$ cat src/rtl/hcmb_pkg.sv
// Constants and types shared by the host command mailbox design
package hcmb_pkg;
   // Host register offsets
   localparam logic [6:0] HCMB_PAGE_LAST      = 7'h4f;
   localparam logic [6:0] HCMB_OFS_TIMING     = 7'h72;
   localparam logic [6:0] HCMB_OFS_BUF_CTRL   = 7'h73;
   localparam logic [6:0] HCMB_OFS_CNT_CLR    = 7'h74;
   localparam logic [6:0] HCMB_OFS_SUM_LO     = 7'h75;
   localparam logic [6:0] HCMB_OFS_SUM_HI     = 7'h76;
   localparam logic [6:0] HCMB_OFS_CNT_LO     = 7'h77;
   localparam logic [6:0] HCMB_OFS_CNT_MID    = 7'h78;
   localparam logic [6:0] HCMB_OFS_CNT_HI     = 7'h79;
   localparam logic [6:0] HCMB_OFS_MARKER     = 7'h7a;
   localparam logic [6:0] HCMB_OFS_HANDSHAKE  = 7'h7b;
   localparam logic [6:0] HCMB_OFS_STAT_LO    = 7'h7c;
   localparam logic [6:0] HCMB_OFS_STAT_HI    = 7'h7d;
   localparam logic [6:0] HCMB_OFS_MODE       = 7'h7e;
   localparam logic [6:0] HCMB_OFS_PAGE_SEL   = 7'h7f;
   // Field positions
   localparam int HCMB_BIT_LEGACY_RDY  = 0;
   localparam int HCMB_BIT_CMD_RDY     = 1;
   localparam int HCMB_BIT_LEGACY_ERR  = 3;
   localparam int HCMB_BIT_CMD_ERR     = 5;
   localparam int HCMB_BIT_LEGACY_SET  = 6;
   localparam int HCMB_BIT_ISSUE_SET   = 7;
   localparam int HCMB_BIT_WR_TRIG     = 0;
   localparam int HCMB_BIT_RD_TRIG     = 1;
   localparam int HCMB_BIT_SUM_CLR     = 0;
   localparam int HCMB_BIT_CNT_CLR     = 1;
   localparam int HCMB_BIT_MODE        = 0;
   localparam int HCMB_BIT_PAGE        = 5;
   localparam int HCMB_BIT_JPEG_TBL    = 6;
   localparam int HCMB_TIM_CS_LSB      = 2;
   localparam int HCMB_TIM_RDD_LSB     = 4;
   localparam int HCMB_TIM_RDS_LSB     = 6;
   // Reset values and write masks
   localparam logic [7:0] HCMB_MARKER_RUN     = 8'h5a;
   localparam logic [7:0] HCMB_TIMING_RST     = 8'h00;
   localparam logic [7:0] HCMB_GRAPHICS_MASK  = 8'hf1;
   localparam logic [7:0] HCMB_PAGE_SEL_MASK  = 8'h60;
   // Table sizes
   localparam logic [8:0] HCMB_HUFF_LAST      = 9'h1ff;
   localparam logic [8:0] HCMB_QTAB_LAST      = 9'h07f;
   // Pulse timing, figures in ns
   localparam int HCMB_CLK_NS = 10;
   localparam int HCMB_T15_NS = 15;
   localparam int HCMB_T10_NS = 10;
   localparam int HCMB_T5_NS  = 5;
   localparam logic [1:0] HCMB_CYC_15 = 2'((HCMB_T15_NS + HCMB_CLK_NS - 1) / HCMB_CLK_NS);
   localparam logic [1:0] HCMB_CYC_10 = 2'((HCMB_T10_NS + HCMB_CLK_NS - 1) / HCMB_CLK_NS);
   localparam logic [1:0] HCMB_CYC_5  = 2'((HCMB_T5_NS + HCMB_CLK_NS - 1) / HCMB_CLK_NS);
   localparam logic [1:0] HCMB_CYC_0  = 2'h0;
   typedef enum logic [1:0] {
      HCMB_ST_IDLE  = 2'b00,
      HCMB_ST_ISSUE = 2'b01,
      HCMB_ST_DONE  = 2'b11
   } hcmb_state_t;
endpackage : hcmb_pkg

$ cat src/rtl/hcmb_tim_if.sv
// Carrier of the by-pass timing selections and resulting delay counts
`timescale 1ns/10ps
interface hcmb_tim_if;
   logic [1:0] select_delay_field;
   logic [1:0] read_strobe_delay;
   logic [1:0] read_front_shorten;
   logic [1:0] cs_act_cyc;
   logic [1:0] cs_inact_cyc;
   logic [1:0] rd_delay_cyc;
   logic [1:0] rd_short_cyc;
   modport ctrl (output select_delay_field, read_strobe_delay, read_front_shorten,
                 input cs_act_cyc, cs_inact_cyc, rd_delay_cyc, rd_short_cyc);
   modport dec  (input select_delay_field, read_strobe_delay, read_front_shorten,
                 output cs_act_cyc, cs_inact_cyc, rd_delay_cyc, rd_short_cyc);
endinterface : hcmb_tim_if

$ cat src/rtl/hcmb_mailbox.sv
// Host command mailbox with handshake, integrity counters and mode registers
`timescale 1ns/10ps
module hcmb_mailbox
   import hcmb_pkg::*;
(
   input  wire logic        ref_clk_in,
   input  wire logic        rst_in,
   // Host register port
   input  wire logic [6:0]  host_addr_in,
   input  wire logic        host_wr_in,
   input  wire logic        host_rd_in,
   input  wire logic [7:0]  host_wdata_in,
   output logic      [7:0]  host_rdata_out,
   // Data port byte strobe from the buffer path
   input  wire logic        port_byte_in,
   input  wire logic [7:0]  port_data_in,
   // On-chip CPU side
   input  wire logic [6:0]  cpu_addr_in,
   input  wire logic        cpu_wr_in,
   input  wire logic [7:0]  cpu_wdata_in,
   output logic      [7:0]  cpu_rdata_out,
   input  wire logic        cpu_done_in,
   input  wire logic        cpu_err_in,
   input  wire logic        cpu_err_clr_in,
   input  wire logic [15:0] cpu_status_in,
   input  wire logic        cpu_status_wr_in,
   output logic             cpu_irq_out,
   output logic             cpu_run_out,
   output logic             cmd_pending_out,
   // Buffer control outputs
   output logic             buffer_write_trigger_out,
   output logic             buffer_read_trigger_out,
   output logic             reg_access_mode_out,
   output logic             jpeg_table_select_out,
   output logic      [8:0]  jpeg_table_last_out,
   // By-pass timing counts
   output logic      [1:0]  cs_act_cyc_out,
   output logic      [1:0]  cs_inact_cyc_out,
   output logic      [1:0]  rd_delay_cyc_out,
   output logic      [1:0]  rd_short_cyc_out
);
   localparam int PAGE_BYTES = 80;

   logic [7:0]  main_page_reg   [PAGE_BYTES];
   logic [7:0]  mirror_page_reg [PAGE_BYTES];
   logic [7:0]  timing_reg;
   logic [15:0] checksum_reg;
   logic [23:0] count_reg;
   logic [7:0]  marker_reg;
   logic        cmd_ready_reg;
   logic        cmd_error_reg;
   logic        legacy_ready_reg;
   logic        legacy_error_reg;
   logic [15:0] status_reg;
   logic [7:0]  mode_reg;
   logic [7:0]  page_sel_reg;
   logic        irq_reg;
   hcmb_state_t state_reg;

   logic host_wr_reg;
   logic host_hs_wr;
   logic host_page_wr;
   logic sum_clear;
   logic cnt_clear;
   logic wr_trig;
   logic rd_trig;
   logic issue_set;

   hcmb_tim_if tim ();

   hcmb_tim_dec u_tim_dec (
      .tim (tim)
   );

   assign host_wr_reg  = host_wr_in;
   assign host_hs_wr   = host_wr_reg && (host_addr_in == HCMB_OFS_HANDSHAKE);
   // host may write main page only while main is mapped
   // page bit steers the shared range
   assign host_page_wr = host_wr_reg && (host_addr_in <= HCMB_PAGE_LAST)
                         && !page_sel_reg[HCMB_BIT_PAGE];
   assign wr_trig   = host_wr_reg && (host_addr_in == HCMB_OFS_BUF_CTRL)
                      && host_wdata_in[HCMB_BIT_WR_TRIG];
   assign rd_trig   = host_wr_reg && (host_addr_in == HCMB_OFS_BUF_CTRL)
                      && host_wdata_in[HCMB_BIT_RD_TRIG];
   assign sum_clear = (host_wr_reg && (host_addr_in == HCMB_OFS_CNT_CLR)
                      && host_wdata_in[HCMB_BIT_SUM_CLR]) || wr_trig || rd_trig;
   assign cnt_clear = (host_wr_reg && (host_addr_in == HCMB_OFS_CNT_CLR)
                      && host_wdata_in[HCMB_BIT_CNT_CLR]) || wr_trig || rd_trig;
   // issue bit is write-only, acts on write of 1
   assign issue_set = host_hs_wr && (host_wdata_in[HCMB_BIT_ISSUE_SET]
                      || host_wdata_in[HCMB_BIT_LEGACY_SET]);

   assign buffer_write_trigger_out = wr_trig;
   assign buffer_read_trigger_out  = rd_trig;

   // main page layout is plain byte storage, host side writes
   genvar gi;
   generate
      for (gi = 0; gi < PAGE_BYTES; gi++) begin : g_page
         always_ff @(posedge ref_clk_in) begin
            if (rst_in) begin
               main_page_reg[gi] <= 8'h00;
            end else if (host_page_wr && (host_addr_in == 7'(gi))) begin
               main_page_reg[gi] <= host_wdata_in;
            end
         end
         // response bytes land in mirror page
         always_ff @(posedge ref_clk_in) begin
            if (rst_in) begin
               mirror_page_reg[gi] <= 8'h00;
            end else if (cpu_wr_in && (cpu_addr_in == 7'(gi))) begin
               mirror_page_reg[gi] <= cpu_wdata_in;
            end
         end
      end
   endgenerate

   always_ff @(posedge ref_clk_in) begin
      if (rst_in || sum_clear) begin
         checksum_reg <= 16'h0000;
      end else if (port_byte_in) begin
         checksum_reg <= checksum_reg + {8'h00, port_data_in};
      end
   end

   always_ff @(posedge ref_clk_in) begin
      if (rst_in || cnt_clear) begin
         count_reg <= 24'h00_0000;
      end else if (port_byte_in) begin
         count_reg <= count_reg + 24'h00_0001;
      end
   end

   always_ff @(posedge ref_clk_in) begin
      if (rst_in) begin
         marker_reg <= HCMB_MARKER_RUN;
      end else if (host_wr_reg && (host_addr_in == HCMB_OFS_MARKER)) begin
         marker_reg <= host_wdata_in;
      end
   end
   assign cpu_run_out = (marker_reg == HCMB_MARKER_RUN);

   // device sets ready; set wins over host clear
   always_ff @(posedge ref_clk_in) begin
      if (rst_in) begin
         cmd_ready_reg    <= 1'b0;
         legacy_ready_reg <= 1'b0;
      end else begin
         if (cpu_done_in) begin
            cmd_ready_reg <= 1'b1;
         end else if (host_hs_wr && !host_wdata_in[HCMB_BIT_CMD_RDY]) begin
            cmd_ready_reg <= 1'b0;
         end
         if (cpu_done_in) begin
            legacy_ready_reg <= 1'b1;
         end else if (host_hs_wr && !host_wdata_in[HCMB_BIT_LEGACY_RDY]) begin
            legacy_ready_reg <= 1'b0;
         end
      end
   end

   // error flag set by CPU, read-only to host
   always_ff @(posedge ref_clk_in) begin
      if (rst_in) begin
         cmd_error_reg    <= 1'b0;
         legacy_error_reg <= 1'b0;
      end else if (cpu_err_in) begin
         cmd_error_reg    <= 1'b1;
         legacy_error_reg <= 1'b1;
      end else if (cpu_err_clr_in) begin
         cmd_error_reg    <= 1'b0;
         legacy_error_reg <= 1'b0;
      end
   end

   // device closes command: ready set and issue flag cleared together
   // host sets issue flag, device completion clears it
   always_ff @(posedge ref_clk_in) begin
      if (rst_in) begin
         state_reg <= HCMB_ST_IDLE;
      end else begin
         unique case (state_reg)
            HCMB_ST_IDLE:  if (issue_set) state_reg <= HCMB_ST_ISSUE;
            HCMB_ST_ISSUE: if (cpu_done_in && !issue_set) state_reg <= HCMB_ST_DONE;
            HCMB_ST_DONE:  state_reg <= issue_set ? HCMB_ST_ISSUE : HCMB_ST_IDLE;
            default:       state_reg <= HCMB_ST_IDLE;
         endcase
      end
   end
   assign cmd_pending_out = (state_reg == HCMB_ST_ISSUE);

   always_ff @(posedge ref_clk_in) begin
      if (rst_in) begin
         irq_reg <= 1'b0;
      end else begin
         irq_reg <= issue_set;
      end
   end
   assign cpu_irq_out = irq_reg;

   always_ff @(posedge ref_clk_in) begin
      if (rst_in) begin
         status_reg <= 16'h0000;
      end else if (cpu_status_wr_in) begin
         status_reg <= cpu_status_in;
      end
   end

   // mode bit and graphics reserved nibble
   always_ff @(posedge ref_clk_in) begin
      if (rst_in) begin
         mode_reg     <= 8'h00;
         page_sel_reg <= 8'h00;
         timing_reg   <= HCMB_TIMING_RST;
      end else if (host_wr_reg) begin
         if (host_addr_in == HCMB_OFS_MODE) begin
            mode_reg <= host_wdata_in & HCMB_GRAPHICS_MASK;
         end
         if (host_addr_in == HCMB_OFS_PAGE_SEL) begin
            page_sel_reg <= host_wdata_in & HCMB_PAGE_SEL_MASK;
         end
         if (host_addr_in == HCMB_OFS_TIMING) begin
            timing_reg <= host_wdata_in;
         end
      end
   end
   assign reg_access_mode_out   = mode_reg[HCMB_BIT_MODE];
   assign jpeg_table_select_out = page_sel_reg[HCMB_BIT_JPEG_TBL];
   // table extent follows the select bit
   assign jpeg_table_last_out   = page_sel_reg[HCMB_BIT_JPEG_TBL] ? HCMB_QTAB_LAST
                                                                  : HCMB_HUFF_LAST;

   assign tim.select_delay_field = timing_reg[HCMB_TIM_CS_LSB +: 2];
   assign tim.read_strobe_delay  = timing_reg[HCMB_TIM_RDD_LSB +: 2];
   assign tim.read_front_shorten = timing_reg[HCMB_TIM_RDS_LSB +: 2];
   assign cs_act_cyc_out   = tim.cs_act_cyc;
   assign cs_inact_cyc_out = tim.cs_inact_cyc;
   assign rd_delay_cyc_out = tim.rd_delay_cyc;
   assign rd_short_cyc_out = tim.rd_short_cyc;

   // Host read data registered; issue bits read as zero being write-only
   // host sees mirror only when page bit is 1
   always_ff @(posedge ref_clk_in) begin
      if (rst_in) begin
         host_rdata_out <= 8'h00;
      end else if (host_rd_in) begin
         if (host_addr_in <= HCMB_PAGE_LAST) begin
            host_rdata_out <= page_sel_reg[HCMB_BIT_PAGE] ? mirror_page_reg[host_addr_in]
                                                         : main_page_reg[host_addr_in];
         end else begin
            unique case (host_addr_in)
               HCMB_OFS_TIMING:    host_rdata_out <= timing_reg;
               HCMB_OFS_SUM_LO:    host_rdata_out <= checksum_reg[7:0];
               HCMB_OFS_SUM_HI:    host_rdata_out <= checksum_reg[15:8];
               HCMB_OFS_CNT_LO:    host_rdata_out <= count_reg[7:0];
               HCMB_OFS_CNT_MID:   host_rdata_out <= count_reg[15:8];
               HCMB_OFS_CNT_HI:    host_rdata_out <= count_reg[23:16];
               HCMB_OFS_MARKER:    host_rdata_out <= marker_reg;
               HCMB_OFS_HANDSHAKE: host_rdata_out <= {2'b00, cmd_error_reg, 1'b0,
                                                      legacy_error_reg, 1'b0,
                                                      cmd_ready_reg, legacy_ready_reg};
               HCMB_OFS_STAT_LO:   host_rdata_out <= status_reg[7:0];
               HCMB_OFS_STAT_HI:   host_rdata_out <= status_reg[15:8];
               HCMB_OFS_MODE:      host_rdata_out <= mode_reg;
               HCMB_OFS_PAGE_SEL:  host_rdata_out <= page_sel_reg;
               default:            host_rdata_out <= 8'h00;
            endcase
         end
      end
   end

   // CPU read: main page up to and including HCMB_PAGE_LAST, zero elsewhere
   always_ff @(posedge ref_clk_in) begin
      if (rst_in) begin
         cpu_rdata_out <= 8'h00;
      end else if (cpu_addr_in <= HCMB_PAGE_LAST) begin
         cpu_rdata_out <= main_page_reg[cpu_addr_in];
      end else begin
         cpu_rdata_out <= 8'h00;
      end
   end
endmodule : hcmb_mailbox

$ cat src/rtl/hcmb_tim_dec.sv
// Decoder from by-pass timing fields to clock-cycle counts
`timescale 1ns/10ps
module hcmb_tim_dec
   import hcmb_pkg::*;
(
   hcmb_tim_if.dec tim
);
   always_comb begin
      unique case (tim.select_delay_field)
         2'h0: begin
            tim.cs_act_cyc   = HCMB_CYC_10;
            tim.cs_inact_cyc = HCMB_CYC_10;
         end
         2'h1: begin
            tim.cs_act_cyc   = HCMB_CYC_10;
            tim.cs_inact_cyc = HCMB_CYC_5;
         end
         2'h2: begin
            tim.cs_act_cyc   = HCMB_CYC_10;
            tim.cs_inact_cyc = HCMB_CYC_0;
         end
         2'h3: begin
            tim.cs_act_cyc   = HCMB_CYC_0;
            tim.cs_inact_cyc = HCMB_CYC_0;
         end
      endcase
   end

   always_comb begin
      unique case (tim.read_strobe_delay)
         2'h0: tim.rd_delay_cyc = HCMB_CYC_15;
         2'h1: tim.rd_delay_cyc = HCMB_CYC_10;
         2'h2: tim.rd_delay_cyc = HCMB_CYC_5;
         2'h3: tim.rd_delay_cyc = HCMB_CYC_0;
      endcase
   end

   always_comb begin
      unique case (tim.read_front_shorten)
         2'h0: tim.rd_short_cyc = HCMB_CYC_15;
         2'h1: tim.rd_short_cyc = HCMB_CYC_10;
         2'h2: tim.rd_short_cyc = HCMB_CYC_5;
         2'h3: tim.rd_short_cyc = HCMB_CYC_0;
      endcase
   end
endmodule : hcmb_tim_dec

$ cat config.mk
export PLATFORM = sky130hd
export DESIGN_NAME = hcmb_mailbox
export DESIGN_NICKNAME = d
export VERILOG_FILES = /design/src/rtl/hcmb_pkg.sv /design/src/rtl/hcmb_tim_if.sv /design/src/rtl/hcmb_mailbox.sv /design/src/rtl/hcmb_tim_dec.sv
export SDC_FILE = /design/constraint.sdc
export NUM_CORES = 2
export LEC_CHECK = 0
export BUFFER_PORTS_ARGS = -buffer_cell sky130_fd_sc_hd__buf_2
export CORE_UTILIZATION = 47
export CTS_CLUSTER_DIAMETER = 80
export DETAILED_ROUTE_END_ITERATION = 8
export PLACE_DENSITY_LB_ADDON = 0.1
export SLEW_MARGIN = 20
export SYNTH_ARGS = -nofsm -noshare
export SYNTH_HDL_FRONTEND = slang
export SYNTH_HIERARCHICAL = 1
export SYNTH_SLANG_ARGS = --single-unit
$ cat constraint.sdc
create_clock -name ref_clk_in -period 2.2 [get_ports ref_clk_in]
set_input_delay 0 -clock ref_clk_in [delete_from_list [all_inputs] [get_ports ref_clk_in]]
set_output_delay 0 -clock ref_clk_in [all_outputs]
set_load 0.02 [all_outputs]
==> out/results.tsv <==
metric	value	unit
via/cell ratio	6.15	
CP startpoint kind	flop	
Hold WC Path Type	input port to flop	
minimum clock period	2.60	ns
Setup crit end kind	flop	
post-layout util	57.5	%
Slew headroom	33.1	%
via count	46684	
final worst slack	-0.403	ns
vias in the first global route	46535	
final setup vio count	10	
routed wl met3	17900	um
most frequent cells in the layout	1280 x edfxtp_1, 773 x and2_1, 575 x buf_4, 538 x and3_1, 510 x mux4_2	
WL met1	90600	um
Crit-path slowest cell	mux4_2	
area of the multi-input gates	0.0275	mm^2
Synth Flop Type	edfxtp_1	
Worst Path Arrival	3.27	ns
Crit path required time	2.87	ns
DRT Wirelength	230000	um
clock buffer depth	3	
RSZ-0062 raised after global routing	true	
fraction of layout instances using a drive strength above 1	28.9	%
H-tree depth	4	
Die Ht	387	um
drt initial violations	5369	
Clock Root Buffer	clkbuf_16	
failing checks	setup timing	
final worst-path cycle share	118	%
clk sinks	1381	
largest net degree at the start of global routing	89	
average cell area after synthesis	14.0	um^2
die area	0.150	mm^2
WL/cell	30.3	um
row cnt	140	
synth warn	6	
Max-Cap Viols	0	
GRT Residual Overflow	0	
highest metal used	met5	
I/O pin total	104	
met2 wire len	112000	um
DRT Pass-1 Iters	6	
final hold violations	0	
Starting Density	47.6	%
Worst-Skew Late Latency	0.79	ns
core box area	0.146	mm^2
Die Wd	387	um
placed cells	7193	
first-pass GRT wire length	331000	um
post-synthesis cell count	4972	
TritonCTS clock tree	built	
initial antenna violation count	15	
leakage power	31.9	nW
Routed Antenna Nets	0	
crit path max fanout	2	
fillers	11560	
count of flip-flops with a built-in enable after synthesis	1280	
Num CTS Buffers	154	
worst path cell trace	mux4_2 -> mux4_2 -> mux2i_4 -> nor2_1 -> or3_1 -> a211o_1	
ys async rst share	0	%
status	finished with violations	
GP Congestion	0.950	
dpl hpwl	161000	um
Tot GR Track Use	30.5	%
layout net count	5617	
Hold Slack	0.0950	ns
pwr dens	765	mW/mm^2
CP most frequent cell	mux4_2	
worst slew pin tran	0.997	ns
flop2flop setup slack	-0.40	ns
most common cell after layout, fill and taps aside	edfxtp_1	
Cell Area, Synth	0.0697	mm^2
DR DRC count	0	
clock transition at the registers of the reported paths	0.06	ns
area delta synth->final	20.8	%
final std cells w/o fill	7595	
delay of the slowest critical-path stage	0.61	ns
Yosys cell types	70	
Sequential Area	0.0405	mm^2
IO buf count	94	
fmax	0.384	GHz
final slew viol count	0	
Critical Setup Path Class	flop to flop	
Seq/Total Area, Yosys	58.0	%
Layout Skew	0.0230	ns
VDD IR max	0.000639	V
Yosys reg bits	1381	
[path summary, 6_finish.rpt]
kind | depth (start not counted) | start | end
hold reg to reg | 2 | timing_reg[1] | timing_reg[1]
setup / recovery | 6 | main_page_reg[11][3] | host_rdata_out[3]
setup reg to reg | 6 | main_page_reg[11][3] | host_rdata_out[3]
hold / removal | 5 | cpu_addr_in[4] | cpu_rdata_out[7]
[per-layer routing]
| metal | track usage, % | up-vias |
|---|---|---|
| met5 | 0 | - |
| met4 | 11.7 | 10 |
| met2 | 50.5 | 2238 |
| li1 | - | 20110 |
| met3 | 4.76 | 410 |
| met1 | 40.7 | 23916 |
[Yosys cell counts (all sizes together) (23+ instances only)]
library cell | count | share of area (%)
o211ai | 23 | 0.25
mux4 | 510 | 16
buf | 144 | 1.3
dfxtp | 101 | 2.9
nand2 | 332 | 1.8
mux2i | 121 | 1.7
a21oi | 40 | 0.29
and3 | 539 | 4.8
nor2 | 216 | 1.2
edfxtp | 1280 | 55
and2 | 775 | 7.0
o21ai | 99 | 0.71
nand3 | 47 | 0.34
a22oi | 75 | 0.81
clkbuf | 361 | 1.9
[repair_timing]
action | 4_1_cts | 5_1_grt
pin swaps | 24 | 13
gates resized for setup | 52 | 27
buffers inserted | 1 | 0
hold endpoints to repair | 904 | 0
hold buffers | 110 | 0
endpoints found under the setup margin | 20 | 25
[critical path: cells and delay by family, from the launching register on]
family,cells,cell delay [ns]
flip-flops,1,0.39
AO/OA/AOI/OAI,1,0.31
multiplexers,3,1.35
AND/OR/NAND/NOR,2,0.43
[power by group]
group	internal [mW]	switching (mW)	total, mW
clock network	15.2	11.0	26.2
registers	30.0	0.598	30.6
logic	3.38	4.21	7.58
total	48.5	15.8	64.4
[per-stage QoR]
step | power [mW] | setup TNS, ns | area, um^2 | setup slack, ns
CTS | 64.5 | -1.43 | 84100 | -0.358
global placement | 38.2 | -82.03 | 77600 | -1.06
global route | 66.0 | -1.70 | 84200 | -0.378
detailed placement | 38.3 | -94.70 | 77600 | -0.998
finish | 64.4 | -1.56 | 84200 | -0.403
floorplan | 34.7 | -20.55 | 69800 | -0.197
[kinds of logic after synthesis]
kind of cell	Yosys count	share of synthesized area [%]
other	2	0.0108
and+or+nand+nor	2022	16.2
xor gates and xnor gates	29	0.364
AOI/OAI and AO/OA	353	3.40
buffers and inverters	528	3.37
adders and majority gates	13	0.240
DFF	1381	58.0
muxes	644	18.4
[cell type report]
cell class                 count  share of cell area (%)
inverter                      23                   0.111
sequential                  1381                    48.1
tap                         1917                    2.85
multi-input combinational   3070                    32.7
antenna                        5                  0.0149
clock buffer                 186                    4.76
timing repair buffer         911                    10.2
clock inverter               102                    1.28
Power figures use the tool's default switching activity.
